--- config.mk ---
export PLATFORM = sky130hd
export DESIGN_NAME = pbc_top
export DESIGN_NICKNAME = d
export VERILOG_FILES = /design/src/pbc_pkg.sv /design/src/pbc_reg_if.sv /design/src/pbc_apb_slave.sv /design/src/pbc_restart_flag.sv /design/src/pbc_top.sv
export SDC_FILE = /design/constraint.sdc
export NUM_CORES = 1
export LEC_CHECK = 0
export BUFFER_PORTS_ARGS = -buffer_cell sky130_fd_sc_hd__buf_2
export CORE_MARGIN = 4
export CORE_UTILIZATION = 48
export CTS_BUF_LIST = sky130_fd_sc_hd__clkbuf_8
export CTS_CLUSTER_DIAMETER = 80
export DETAILED_ROUTE_END_ITERATION = 10
export GPL_TIMING_DRIVEN = 0
export MAX_ROUTING_LAYER = met4
export PLACE_DENSITY = 0.87
export SLEW_MARGIN = 25
export SYNTH_ARGS = -nofsm -noshare
export SYNTH_HDL_FRONTEND = slang
export SYNTH_SLANG_ARGS = --single-unit
--- constraint.sdc ---
create_clock -name clk_sys_in -period 2.1 [get_ports clk_sys_in]
set_input_delay 0.21 -clock clk_sys_in [delete_from_list [all_inputs] [get_ports clk_sys_in]]
set_output_delay 0.21 -clock clk_sys_in [all_outputs]
set_load 0.01 [all_outputs]
--- src/pbc_pkg.sv ---
// Purpose: constants for the port 1 transceiver basic control register bank
// Assumes: 32-bit APB data, 16-bit registers in the low half of each word
// Notes:   byte addresses below are word aligned
package pbc_pkg;
	localparam int          ADDR_W         = 12;
	localparam int          REG_W          = 16;
	// register byte addresses
	localparam logic [11:0] ADDR_BASIC     = 12'h04c;
	localparam logic [11:0] ADDR_CTRL4     = 12'h100;
	localparam logic [11:0] ADDR_LSTAT     = 12'h104;
	// basic control field positions
	localparam int          BC_LOOPBACK    = 14;
	localparam int          BC_FORCE100    = 13;
	localparam int          BC_AN_EN       = 12;
	localparam int          BC_PDOWN       = 11;
	localparam int          BC_ISOLATE     = 10;
	localparam int          BC_AN_RESTART  = 9;
	localparam int          BC_FULL_DUP    = 8;
	localparam int          BC_COL_TEST    = 7;
	localparam int          BC_RSVD6       = 6;
	localparam int          BC_XOVER_ALG   = 5;
	localparam int          BC_FORCE_MDIX  = 4;
	localparam int          BC_MDIX_DIS    = 3;
	localparam int          BC_RSVD2       = 2;
	localparam int          BC_TX_DIS      = 1;
	localparam int          BC_RSVD0       = 0;
	localparam int          BC_RSVD15      = 15;
	// control four field positions that alias the basic register
	localparam int          C4_LOOPBACK    = 8;
	localparam int          C4_FORCE100    = 6;
	localparam int          C4_AN_EN       = 7;
	localparam int          C4_PDOWN       = 11;
	localparam int          C4_AN_RESTART  = 13;
	localparam int          C4_FULL_DUP    = 5;
	localparam int          C4_FORCE_MDIX  = 9;
	localparam int          C4_MDIX_DIS    = 10;
	localparam int          C4_RSVD        = 12;
	localparam int          C4_TX_DIS      = 14;
	// link status field positions
	localparam int          LS_XOVER_ALG   = 15;
	localparam int          LS_AN_DONE     = 6;
	localparam int          LS_LINK_UP     = 5;
	// reset values of stored bits
	localparam logic        RST_LOOPBACK   = 1'b0;
	localparam logic        RST_FORCE100   = 1'b1;
	localparam logic        RST_AN_EN      = 1'b1;
	localparam logic        RST_PDOWN      = 1'b0;
	localparam logic        RST_FULL_DUP   = 1'b1;
	localparam logic        RST_XOVER_ALG  = 1'b1;
	localparam logic        RST_FORCE_MDIX = 1'b0;
	localparam logic        RST_MDIX_DIS   = 1'b0;
	localparam logic        RST_RSVD       = 1'b0;
	localparam logic        RST_TX_DIS     = 1'b0;
	localparam logic [31:0] DATA_ZERO      = 32'h0000_0000;
endpackage

--- src/pbc_reg_if.sv ---
// Purpose: carrier between the APB slave and the register bank
// Assumes: one clock domain
// Notes:   rd_req is the setup phase of a read, wr_req the access phase
`timescale 1ns/1ps
`default_nettype none
interface pbc_reg_if;
	logic        rd_req;
	logic        wr_req;
	logic [11:0] addr;
	logic [31:0] wdata;
	logic [3:0]  strb;
	logic [31:0] rdata;
	logic        hit;
	modport slave (output rd_req, output wr_req, output addr, output wdata,
		output strb, input rdata, input hit);
	modport regs (input rd_req, input wr_req, input addr, input wdata,
		input strb, output rdata, output hit);
endinterface
`default_nettype wire

--- src/pbc_apb_slave.sv ---
// Purpose: APB slave front end, zero wait states
// Assumes: master holds the request steady through the access phase
// Notes:   read data and error are captured in setup, shown in access
`timescale 1ns/1ps
`default_nettype none
module pbc_apb_slave (
	// clock and reset
	input  wire logic        clk_sys_in,
	input  wire logic        reset_n_in,
	// apb
	input  wire logic        psel_in,
	input  wire logic        penable_in,
	input  wire logic        pwrite_in,
	input  wire logic [11:0] paddr_in,
	input  wire logic [31:0] pwdata_in,
	input  wire logic [3:0]  pstrb_in,
	output logic             pready_out,
	output logic [31:0]      prdata_out,
	output logic             pslverr_out,
	// register side
	pbc_reg_if.slave         regs
);
	logic setup;

	// setup phase is where decode and read data are sampled
	assign setup        = psel_in && !penable_in;
	assign regs.rd_req  = setup && !pwrite_in;
	assign regs.wr_req  = psel_in && penable_in && pwrite_in && regs.hit;
	assign regs.addr    = paddr_in;
	assign regs.wdata   = pwdata_in;
	assign regs.strb    = pstrb_in;
	// every access phase completes at once
	assign pready_out   = 1'b1;

	// registering read data keeps prdata glitch free in the access phase
	always_ff @(posedge clk_sys_in or negedge reset_n_in) begin
		if (!reset_n_in) begin
			prdata_out <= pbc_pkg::DATA_ZERO;
		end else if (regs.rd_req) begin
			prdata_out <= regs.hit ? regs.rdata : pbc_pkg::DATA_ZERO;
		end
	end

	// unmapped addresses answer with an error, writes to them are dropped
	always_ff @(posedge clk_sys_in or negedge reset_n_in) begin
		if (!reset_n_in) begin
			pslverr_out <= 1'b0;
		end else if (setup) begin
			pslverr_out <= !regs.hit;
		end
	end
endmodule
`default_nettype wire

--- src/pbc_restart_flag.sv ---
// Purpose: self-clearing negotiation restart request
// Assumes: the transceiver acknowledges with a one-cycle pulse
// Notes:   a new request in the acknowledge cycle survives
`timescale 1ns/1ps
`default_nettype none
module pbc_restart_flag (
	// clock and reset
	input  wire logic clk_sys_in,
	input  wire logic reset_n_in,
	// request and acknowledge
	input  wire logic set_in,
	input  wire logic ack_in,
	output logic      pending_out
);
	// set wins over the acknowledge so no restart is lost
	always_ff @(posedge clk_sys_in or negedge reset_n_in) begin
		if (!reset_n_in) begin
			pending_out <= 1'b0;
		end else if (set_in) begin
			pending_out <= 1'b1;
		end else if (ack_in) begin
			pending_out <= 1'b0;
		end
	end
endmodule
`default_nettype wire

--- src/pbc_top.sv ---
// Purpose: port 1 transceiver basic control register bank on APB
// Assumes: transceiver status arrives from another clock domain
//
// Our own choice: register access over APB.
`timescale 1ns/1ps
`default_nettype none
module pbc_top (
	// clock and reset
	input  wire logic        clk_sys_in,
	input  wire logic        reset_n_in,
	// apb
	input  wire logic        psel_in,
	input  wire logic        penable_in,
	input  wire logic        pwrite_in,
	input  wire logic [11:0] paddr_in,
	input  wire logic [31:0] pwdata_in,
	input  wire logic [3:0]  pstrb_in,
	output logic             pready_out,
	output logic [31:0]      prdata_out,
	output logic             pslverr_out,
	// transceiver status
	input  wire logic        link_up_in,
	input  wire logic        an_done_in,
	input  wire logic        an_restart_ack_in,
	// transceiver controls
	output logic             far_end_loopback_out,
	output logic             force_100_out,
	output logic             an_enable_out,
	output logic             power_down_out,
	output logic             an_restart_out,
	output logic             force_full_duplex_out,
	output logic             crossover_algorithm_select_out,
	output logic             force_mdix_out,
	output logic             auto_mdix_disable_out,
	output logic             tx_disable_out
);
	pbc_reg_if regs ();

	logic        rsvd2;
	logic        rsvd0;
	logic        link_up_meta;
	logic        link_up_sync;
	logic        an_done_meta;
	logic        an_done_sync;
	logic        hit_basic;
	logic        hit_ctrl4;
	logic        hit_lstat;
	logic [15:0] wm_basic;
	logic [15:0] wm_ctrl4;
	logic [15:0] wm_lstat;
	logic [15:0] view_basic;
	logic [15:0] view_ctrl4;
	logic [15:0] view_lstat;
	logic        restart_set;

	// byte enables of the low half into a per-bit write mask
	function automatic logic [15:0] lane_mask(input logic hit,
		input logic [3:0] strb);
		lane_mask = {{8{hit && strb[1]}}, {8{hit && strb[0]}}};
	endfunction

	// next value of a shared flop written through either of two places
	function automatic logic merge(input logic cur,
		input logic m_a, input logic d_a, input logic m_b, input logic d_b);
		if (m_a) begin
			merge = d_a;
		end else if (m_b) begin
			merge = d_b;
		end else begin
			merge = cur;
		end
	endfunction

	pbc_apb_slave u_apb (
		.clk_sys_in  (clk_sys_in),
		.reset_n_in  (reset_n_in),
		.psel_in     (psel_in),
		.penable_in  (penable_in),
		.pwrite_in   (pwrite_in),
		.paddr_in    (paddr_in),
		.pwdata_in   (pwdata_in),
		.pstrb_in    (pstrb_in),
		.pready_out  (pready_out),
		.prdata_out  (prdata_out),
		.pslverr_out (pslverr_out),
		.regs        (regs.slave)
	);

	// address decode
	assign hit_basic = regs.addr == pbc_pkg::ADDR_BASIC;
	assign hit_ctrl4 = regs.addr == pbc_pkg::ADDR_CTRL4;
	assign hit_lstat = regs.addr == pbc_pkg::ADDR_LSTAT;
	assign regs.hit  = hit_basic || hit_ctrl4 || hit_lstat;
	assign wm_basic  = lane_mask(regs.wr_req && hit_basic, regs.strb);
	assign wm_ctrl4  = lane_mask(regs.wr_req && hit_ctrl4, regs.strb);
	assign wm_lstat  = lane_mask(regs.wr_req && hit_lstat, regs.strb);

	// status comes from the transceiver clock, so two flops first
	always_ff @(posedge clk_sys_in or negedge reset_n_in) begin
		if (!reset_n_in) begin
			link_up_meta <= 1'b0;
			link_up_sync <= 1'b0;
			an_done_meta <= 1'b0;
			an_done_sync <= 1'b0;
		end else begin
			link_up_meta <= link_up_in;
			link_up_sync <= link_up_meta;
			an_done_meta <= an_done_in;
			an_done_sync <= an_done_meta;
		end
	end

	// loopback, speed, negotiation enable and power-down share one flop each
	always_ff @(posedge clk_sys_in or negedge reset_n_in) begin
		if (!reset_n_in) begin
			far_end_loopback_out <= pbc_pkg::RST_LOOPBACK;
			force_100_out        <= pbc_pkg::RST_FORCE100;
			an_enable_out        <= pbc_pkg::RST_AN_EN;
			power_down_out       <= pbc_pkg::RST_PDOWN;
		end else begin
			far_end_loopback_out <= merge(far_end_loopback_out,
				wm_basic[pbc_pkg::BC_LOOPBACK],
				regs.wdata[pbc_pkg::BC_LOOPBACK],
				wm_ctrl4[pbc_pkg::C4_LOOPBACK],
				regs.wdata[pbc_pkg::C4_LOOPBACK]);
			force_100_out <= merge(force_100_out,
				wm_basic[pbc_pkg::BC_FORCE100],
				regs.wdata[pbc_pkg::BC_FORCE100],
				wm_ctrl4[pbc_pkg::C4_FORCE100],
				regs.wdata[pbc_pkg::C4_FORCE100]);
			an_enable_out <= merge(an_enable_out,
				wm_basic[pbc_pkg::BC_AN_EN],
				regs.wdata[pbc_pkg::BC_AN_EN],
				wm_ctrl4[pbc_pkg::C4_AN_EN],
				regs.wdata[pbc_pkg::C4_AN_EN]);
			power_down_out <= merge(power_down_out,
				wm_basic[pbc_pkg::BC_PDOWN],
				regs.wdata[pbc_pkg::BC_PDOWN],
				wm_ctrl4[pbc_pkg::C4_PDOWN],
				regs.wdata[pbc_pkg::C4_PDOWN]);
		end
	end

	// duplex and crossover controls; the algorithm bit aliases link status
	always_ff @(posedge clk_sys_in or negedge reset_n_in) begin
		if (!reset_n_in) begin
			force_full_duplex_out          <= pbc_pkg::RST_FULL_DUP;
			crossover_algorithm_select_out <= pbc_pkg::RST_XOVER_ALG;
			force_mdix_out                 <= pbc_pkg::RST_FORCE_MDIX;
			auto_mdix_disable_out          <= pbc_pkg::RST_MDIX_DIS;
		end else begin
			force_full_duplex_out <= merge(force_full_duplex_out,
				wm_basic[pbc_pkg::BC_FULL_DUP],
				regs.wdata[pbc_pkg::BC_FULL_DUP],
				wm_ctrl4[pbc_pkg::C4_FULL_DUP],
				regs.wdata[pbc_pkg::C4_FULL_DUP]);
			crossover_algorithm_select_out <= merge(
				crossover_algorithm_select_out,
				wm_basic[pbc_pkg::BC_XOVER_ALG],
				regs.wdata[pbc_pkg::BC_XOVER_ALG],
				wm_lstat[pbc_pkg::LS_XOVER_ALG],
				regs.wdata[pbc_pkg::LS_XOVER_ALG]);
			force_mdix_out <= merge(force_mdix_out,
				wm_basic[pbc_pkg::BC_FORCE_MDIX],
				regs.wdata[pbc_pkg::BC_FORCE_MDIX],
				wm_ctrl4[pbc_pkg::C4_FORCE_MDIX],
				regs.wdata[pbc_pkg::C4_FORCE_MDIX]);
			auto_mdix_disable_out <= merge(auto_mdix_disable_out,
				wm_basic[pbc_pkg::BC_MDIX_DIS],
				regs.wdata[pbc_pkg::BC_MDIX_DIS],
				wm_ctrl4[pbc_pkg::C4_MDIX_DIS],
				regs.wdata[pbc_pkg::C4_MDIX_DIS]);
		end
	end

	// transmitter disable and the reserved storage bits, which steer nothing
	always_ff @(posedge clk_sys_in or negedge reset_n_in) begin
		if (!reset_n_in) begin
			tx_disable_out <= pbc_pkg::RST_TX_DIS;
			rsvd2          <= pbc_pkg::RST_RSVD;
			rsvd0          <= pbc_pkg::RST_RSVD;
		end else begin
			tx_disable_out <= merge(tx_disable_out,
				wm_basic[pbc_pkg::BC_TX_DIS],
				regs.wdata[pbc_pkg::BC_TX_DIS],
				wm_ctrl4[pbc_pkg::C4_TX_DIS],
				regs.wdata[pbc_pkg::C4_TX_DIS]);
			rsvd2 <= merge(rsvd2, wm_basic[pbc_pkg::BC_RSVD2],
				regs.wdata[pbc_pkg::BC_RSVD2],
				wm_ctrl4[pbc_pkg::C4_RSVD], regs.wdata[pbc_pkg::C4_RSVD]);
			rsvd0 <= merge(rsvd0, wm_basic[pbc_pkg::BC_RSVD0],
				regs.wdata[pbc_pkg::BC_RSVD0], 1'b0, 1'b0);
		end
	end

	// writing zero cannot cancel a restart that the transceiver has not taken
	assign restart_set =
		(wm_basic[pbc_pkg::BC_AN_RESTART] &&
			regs.wdata[pbc_pkg::BC_AN_RESTART]) ||
		(wm_ctrl4[pbc_pkg::C4_AN_RESTART] &&
			regs.wdata[pbc_pkg::C4_AN_RESTART]);

	pbc_restart_flag u_restart (
		.clk_sys_in  (clk_sys_in),
		.reset_n_in  (reset_n_in),
		.set_in      (restart_set),
		.ack_in      (an_restart_ack_in),
		.pending_out (an_restart_out)
	);

	// read views; unsupported and reserved read-only bits stay zero
	always_comb begin
		view_basic = 16'h0000;
		view_basic[pbc_pkg::BC_LOOPBACK]   = far_end_loopback_out;
		view_basic[pbc_pkg::BC_FORCE100]   = force_100_out;
		view_basic[pbc_pkg::BC_AN_EN]      = an_enable_out;
		view_basic[pbc_pkg::BC_PDOWN]      = power_down_out;
		view_basic[pbc_pkg::BC_AN_RESTART] = an_restart_out;
		view_basic[pbc_pkg::BC_FULL_DUP]   = force_full_duplex_out;
		view_basic[pbc_pkg::BC_XOVER_ALG]  = crossover_algorithm_select_out;
		view_basic[pbc_pkg::BC_FORCE_MDIX] = force_mdix_out;
		view_basic[pbc_pkg::BC_MDIX_DIS]   = auto_mdix_disable_out;
		view_basic[pbc_pkg::BC_RSVD2]      = rsvd2;
		view_basic[pbc_pkg::BC_TX_DIS]     = tx_disable_out;
		view_basic[pbc_pkg::BC_RSVD0]      = rsvd0;
	end

	// the same flops seen through control four
	always_comb begin
		view_ctrl4 = 16'h0000;
		view_ctrl4[pbc_pkg::C4_LOOPBACK]   = far_end_loopback_out;
		view_ctrl4[pbc_pkg::C4_FORCE100]   = force_100_out;
		view_ctrl4[pbc_pkg::C4_AN_EN]      = an_enable_out;
		view_ctrl4[pbc_pkg::C4_PDOWN]      = power_down_out;
		view_ctrl4[pbc_pkg::C4_AN_RESTART] = an_restart_out;
		view_ctrl4[pbc_pkg::C4_FULL_DUP]   = force_full_duplex_out;
		view_ctrl4[pbc_pkg::C4_FORCE_MDIX] = force_mdix_out;
		view_ctrl4[pbc_pkg::C4_MDIX_DIS]   = auto_mdix_disable_out;
		view_ctrl4[pbc_pkg::C4_RSVD]       = rsvd2;
		view_ctrl4[pbc_pkg::C4_TX_DIS]     = tx_disable_out;
	end

	// link status shows live transceiver state plus the algorithm alias
	always_comb begin
		view_lstat = 16'h0000;
		view_lstat[pbc_pkg::LS_XOVER_ALG] = crossover_algorithm_select_out;
		view_lstat[pbc_pkg::LS_AN_DONE]   = an_done_sync;
		view_lstat[pbc_pkg::LS_LINK_UP]   = link_up_sync;
	end

	// read mux; upper half of the word reads zero
	always_comb begin
		if (hit_basic) begin
			regs.rdata = {16'h0000, view_basic};
		end else if (hit_ctrl4) begin
			regs.rdata = {16'h0000, view_ctrl4};
		end else if (hit_lstat) begin
			regs.rdata = {16'h0000, view_lstat};
		end else begin
			regs.rdata = pbc_pkg::DATA_ZERO;
		end
	end
endmodule
`default_nettype wire

Word-level counts from Yosys, hierarchy flattened
Cells that the tools add are included.
Widths: inputs -> output; s select.
{"block": "word_totals", "ff_bits": 49, "out_inout_bits": 44, "wordCells": 73}
{"block": "op_classes", "n_mux": 26, "eq_ne": 3, "n_reduce_logical": 26}
{"cell": "$mux 16", "count": 4}
{"cell": "$eq 12x9->1 const B", "count": 2}
{"cell": "$mux 1", "count": 22}
{"cell": "$logic_and 1x1->1", "count": 15}
{"cell": "$eq 12x7->1 const B", "count": 1}
{"cell": "$reduce_bool 2->1", "count": 5}
{"cell": "$logic_not 1->1", "count": 3}
{"cell": "$logic_or 1x1->1", "count": 3}

Depth between registers and ports, before layout
{"block": "logic_depth", "ltp_word": 9, "depth_mapped": 8, "depth_no_buf": 5}

Cells and area by module
Synthesis repeated with hierarchy kept, for this count alone.
{"block": "hier_totals", "cells_unflattened": 294, "hier_area_um2": 2886.5}
{"module": "pbc_apb_slave", "cells_each": 192, "area_per_inst_um2": 1891.8, "instances": 1}
{"module": "pbc_top", "cells_each": 99, "area_per_inst_um2": 958.4, "instances": 1}
{"module": "pbc_restart_flag", "cells_each": 3, "area_per_inst_um2": 36.3, "instances": 1}

Worst setup path after synthesis
No wires, ideal clock.
{"block": "synth_timing", "kind": "input port to flip-flop", "startpoint": "input port paddr_in[1]", "endpoint": "register auto_mdix_disable_out", "cell_stages": 6, "required_time_ns": 1.963, "slack_ns": 0.164, "path_buffers": 1, "arrival_ns": 1.799, "setup_ns": 0.137, "path_cell_list": "or2_1 -> or4b_1 -> buf_6 -> nor4_4 -> mux2i_1 -> a21oi_1"}
{"block": "synth_between", "elab_chain_len": 7, "word_cells_on_any_way": 12, "cone_classes": "3 x eq/ne; 1 x mux; 8 x reduce/logical"}
{"item": "from (decl)", "line": "pbc_top.sv:15", "rtl": "input wire logic [11:0] paddr_in,"}
{"item": "$eq 12x7->1 / $eq 12x9->1 (equally long branches)", "line": "pbc_top.sv:90, pbc_top.sv:91"}
{"item": "$logic_or 1x1->1 (2 in a row)", "line": "pbc_top.sv:93", "rtl": "assign regs.hit = hit_basic || hit_ctrl4 || hit_lstat;"}
{"item": "$logic_and 1x1->1", "line": "pbc_apb_slave.sv:28", "rtl": "assign regs.wr_req = psel_in && penable_in && pwrite_in && regs.hit;"}
{"item": "$logic_and 1x1->1 (on tied branches)", "line": "pbc_top.sv:94, pbc_top.sv:95"}
{"item": "$logic_and 1x1->1", "line": "pbc_top.sv:59", "rtl": "lane_mask = {{8{hit && strb[1]}}, {8{hit && strb[0]}}};"}
{"item": "$mux 1 / $reduce_bool 2->1 (equally long branches)"}
{"item": "to (signal assigned)", "line": "pbc_top.sv:150", "rtl": "auto_mdix_disable_out <= pbc_pkg::RST_MDIX_DIS;"}
{"item": "to (signal assigned)", "line": "pbc_top.sv:168", "rtl": "auto_mdix_disable_out <= merge(auto_mdix_disable_out,"}
{"item": "to (decl)", "line": "pbc_top.sv:34", "rtl": "output logic auto_mdix_disable_out,"}
Several ways; a longest one is shown, not always the timed one.
A chain may end at the register's enable or synchronous reset.

Worst setup path after layout
{"block": "layout_timing", "startpoint": "input port paddr_in[1]", "endpoint": "register tx_disable_out"}
{"block": "layout_between", "elab_chain_len": 7, "word_cells_on_any_way": 12, "cone_classes": "3 x eq/ne; 1 x mux; 8 x reduce/logical"}
{"item": "$eq 12x7->1 / $eq 12x9->1 (equally long branches)", "line": "pbc_top.sv:90, pbc_top.sv:91"}
{"item": "$logic_or 1x1->1 (2 in a row)", "line": "pbc_top.sv:93"}
{"item": "$logic_and 1x1->1", "line": "pbc_apb_slave.sv:28"}
{"item": "$logic_and 1x1->1 (on tied branches)", "line": "pbc_top.sv:94, pbc_top.sv:95"}
{"item": "$logic_and 1x1->1", "line": "pbc_top.sv:59"}
{"item": "$mux 1 / $reduce_bool 2->1 (equally long branches)"}
{"item": "to (signal assigned)", "line": "pbc_top.sv:179", "rtl": "tx_disable_out <= pbc_pkg::RST_TX_DIS;"}
{"item": "to (signal assigned)", "line": "pbc_top.sv:183", "rtl": "tx_disable_out <= merge(tx_disable_out,"}
{"item": "to (decl)", "line": "pbc_top.sv:35", "rtl": "output logic tx_disable_out"}
Several ways; a longest one is shown, not always the timed one.

==> run summary <==
The run finished with clean final reports. The run gives 0.404 as the clock share of power. In this run the tool buffered the top-level ports with 63 buffer cells. Routability-driven placement finished with a final weighted congestion of 0.818. The number of detailed-routing iterations run before antenna repair came out at 4. For the initial antenna violation count, the log shows 0. In this run the most critical hold path is launched from link_up_in. The number of placement rows is 21, and the final number of hold-violating endpoints is 0. The net switching fraction of the power was 0.224; the data required time at the worst endpoint was 2.25 ns. The depth of the most critical reg-to-reg path was 3.

The endpoint identified for the worst register-to-register timing path is u_apb.prdata_out[5]. The tools report the number of nets with antenna violations after routing as 0. The maximum number of pins on one net before global-route repair was 34; the sequential element share of the synthesized area was 0.495. The number of cells upsized or downsized after cts is 0. Setup violations remaining at the end of the flow were counted as 0. The tools report the hold slack as 0.0283 ns. The synthesized netlist contains 31 unique library cells. The hold buffer count at CTS came out at 1. After synthesis, the largest family of logic cells by area is simple AND/OR/NAND/NOR gates.

The final net count is 314, and the count of H-tree levels built during CTS is 2. The per-cell via count in the routed design came out at 4.76. The post-route fraction of the period consumed by the critical path was 0.910. STA classifies the critical path startpoint as an input port.

The area share of and/or/nand/nor cells after synthesis works out to 0.182. The worst setup path is captured at a flip-flop. The later pin in the worst-skew pair is clocked with a latency of 0.28 ns. The tools report the master cell of the clock root buffer as clkbuf_8. Total routing resource utilization after global routing: 0.184. The logs give 0 for the final routed DRC violation total and 0.000413 V for the maximum VDD drop. The top cell type by total area after synthesis is dfrtp_1. The data arrival time of the critical path is 2.06 ns, and the number of instances on the worst hold path is 1. A synthesized cell averages 9.76 um2. The floorplan die area is 4510 um2. Setup repair after global routing left no endpoint under its margin.

The startpoint identified for the worst register-to-register timing path is force_full_duplex_out. The area growth from synthesis to layout was 32.2%. The logs give 0 for the total global routing overflow and 305 for the final instance count without filler cells. The xor/xnor share of the synthesized area is 0. After synthesis, the cell types taking the most area are dfrtp_1 (43%), mux2i_1 (8.9%), buf_4 (7.6%), dfstp_2 (6.3%), nand2_1 (6.0%). The cell area after synthesis is 1680 um2, and the adder-cell area share of the yosys netlist is 0. The first global-routing pass estimated 6.00 mm of wire. The number of sinks driven by the clock tree was 33; the maximum fanout count along the critical path was 8. For this design the total switching power over the nets is 288 uW. The power share of the sequential group is 0.503, and the maximum clock insertion buffer count is 2. The worst register-to-register path has a setup slack of 1.09 ns.

For the finished layout, the period the worst path requires is 1.91 ns. After detailed routing, the average wire length per cell comes to 12.7 um. The run gives 0 as the count of yosys warnings during synthesis. The cell count after synthesis is 172.

Largest register by flop count: u_apb.prdata_out. The final count of pins violating max slew was 0. The total area inside the core boundary comes to 3360 um2. The share of cell area taken by muxes after synthesis was 0.103. The floorplan step set the die height to 67.1 um. For this block, the routed nets add up to 3.87 mm of wire. At the pin with the least slew margin, the transition time is 0.696 ns. Worst hold path class: input port to flip-flop. The synthesized design contains 33 register bits. The clock arrives with 0.00282 ns of skew. With fillers left out, the area of the finished cells amounts to 2220 um2.

For the share of the core filled with cells in the final layout, the log shows 0.660. The combinational share of power is 0.093, and the fraction of layout cells with a size suffix above 1 is 0.394. Buffers added to address setup during post-CTS repair amount to 0. The internal power contribution is 995 uW, and the fraction of the mapped netlist area in compound gates is 0.105.

The clock slew at the register clock pins of the worst setup and hold paths was 0.06 ns; the number of diodes added for antenna fixing was 0. Summed over all nets, the half-perimeter wirelength after detailed placement is 3.09 mm. The die width came out at 67.1 um. The tools report the initial standard-cell utilization of the core as 0.499.

The register with the most flip-flops in the layout has 16 of them. The path with the worst hold slack has its endpoint at link_up_meta. Including well taps, the total number of placed cells is 296. Detailed routing inserted a total of 1,452 vias. The I/O pin count is 100.

TritonCTS built the clock tree. The area fraction of the dominant cell type after synthesis came out at 0.432. The initial DRC count is 58.

The number of max-capacitance violations reported came out at 0. For the leakage component of the power, the log shows 1.14 nW. Number of global-route vias before repair: 1,306.

The critical path is of the input port to flip-flop type. The number of clock buffers added by TritonCTS is 5. For the achievable frequency, the log shows 523 MHz. Summing all placed instances gives a cell area of 2110 um2. In this run the power density over the cells is 578 nW/um2. The worst slew margin relative to its limit was 0.536.
-- per-layer routing --
metal,up-vias,routed length [um],GRT usage,share of wire
met4,0,59,0.0759,0.015
met2,68,1890,0.279,0.49
met3,10,317,0.0483,0.082
met5,-,0,-,0
met1,648,1600,0.233,0.41
li1,726,-,-,-
-- worst max-delay path, stage by stage --
cell	delay, ns
buf_2	0.09
or2_1	0.25
or4b_1	0.50
buf_6	0.17
nor4_4	0.51
mux2i_1	0.24
a21oi_1	0.08
-- synth_stat cells (all sizes together) --
master  instances
dfrtp          29
nand2          27
buf            20
o21ai          19
mux2i          15
nor2           13
a21oi           9
clkbuf          5
inv             5
dfstp           4
nor4            4
a22o            2
conb            2
mux2            2
nand4           2
nor3            2
or2             2
a221o           1
and3            1
and4            1
and4bb          1
nand2b          1
nand3           1
nand3b          1
nand4b          1
o211ai          1
or4b            1
-- cells in the final DEF (no fill, tap or decap), types with 2 or more instances in the layout --
cell type | netlist | final
a21oi_1 | 9 | 9
a22o_1 | 2 | 2
buf_2 | 2 | 65
buf_4 | 17 | 17
clkbuf_1 | 5 | 5
clkbuf_8 | 0 | 7
conb_1 | 2 | 17
dfrtp_1 | 29 | 29
dfstp_2 | 4 | 4
inv_1 | 5 | 5
mux2_2 | 2 | 2
mux2i_1 | 15 | 15
nand2_1 | 27 | 27
nand4_1 | 2 | 2
nor2_1 | 13 | 13
nor3_1 | 2 | 2
nor4_1 | 2 | 2
nor4_4 | 2 | 2
o21ai_0 | 19 | 19
-- cells by family (layout without fill, tap and decap cells) --
group / after synthesis / count (layout)
AOI/OAI and AO/OA: 32 / 32
buffers and inverters: 30 / 102
DFF: 33 / 33
muxes: 17 / 17
other: 2 / 17
and+or+nand+nor: 58 / 58
-- power by group through the flow --
stage | Clock [mW] | Combinational, mW | Sequential [mW]
finish | 0.518 | 0.120 | 0.645
global route | 0.562 | 0.135 | 0.645
CTS | 0.526 | 0.120 | 0.645
detailed placement | 0 | 0.118 | 0.656
global placement | 0 | 0.115 | 0.656
floorplan | 0 | 0.0598 | 0.658
-- worst max-delay path by stage --
stage	startpoint	endpoint	depth (start not counted)
after global routing	paddr_in[1]	rsvd2	7
after floorplan	paddr_in[1]	auto_mdix_disable_out	6
after global placement	paddr_in[1]	auto_mdix_disable_out	7
final	paddr_in[1]	tx_disable_out	7
after CTS	paddr_in[1]	tx_disable_out	7
after detailed placement	paddr_in[1]	tx_disable_out	7
-- cell type report --
class                           count  area [um2]
Fill cell                         315        1140
Clock buffer                        7        96.3
Clock inverter                      1        5.00
Tap cell                           46        57.6
Sequential cell                    33         831
Inverter                            5        18.8
Timing Repair Buffer               64         325
Multi-Input combinational cell    124         718
Buffer                             25         168
-- per-stage QoR --
stage / power (mW) / TNS [ns] / setup slack (ns)
4_1_cts: 1.29 / 0 / 0.186
5_1_grt: 1.34 / 0 / 0.126
6_report: 1.28 / 0 / 0.189
3_5_place_dp: 0.774 / -0.488 / -0.109
3_3_place_gp: 0.772 / -0.300 / -0.0748
2_1_floorplan: 0.717 / 0 / 0.164
Note: power is estimated with default switching activity, not from simulation.
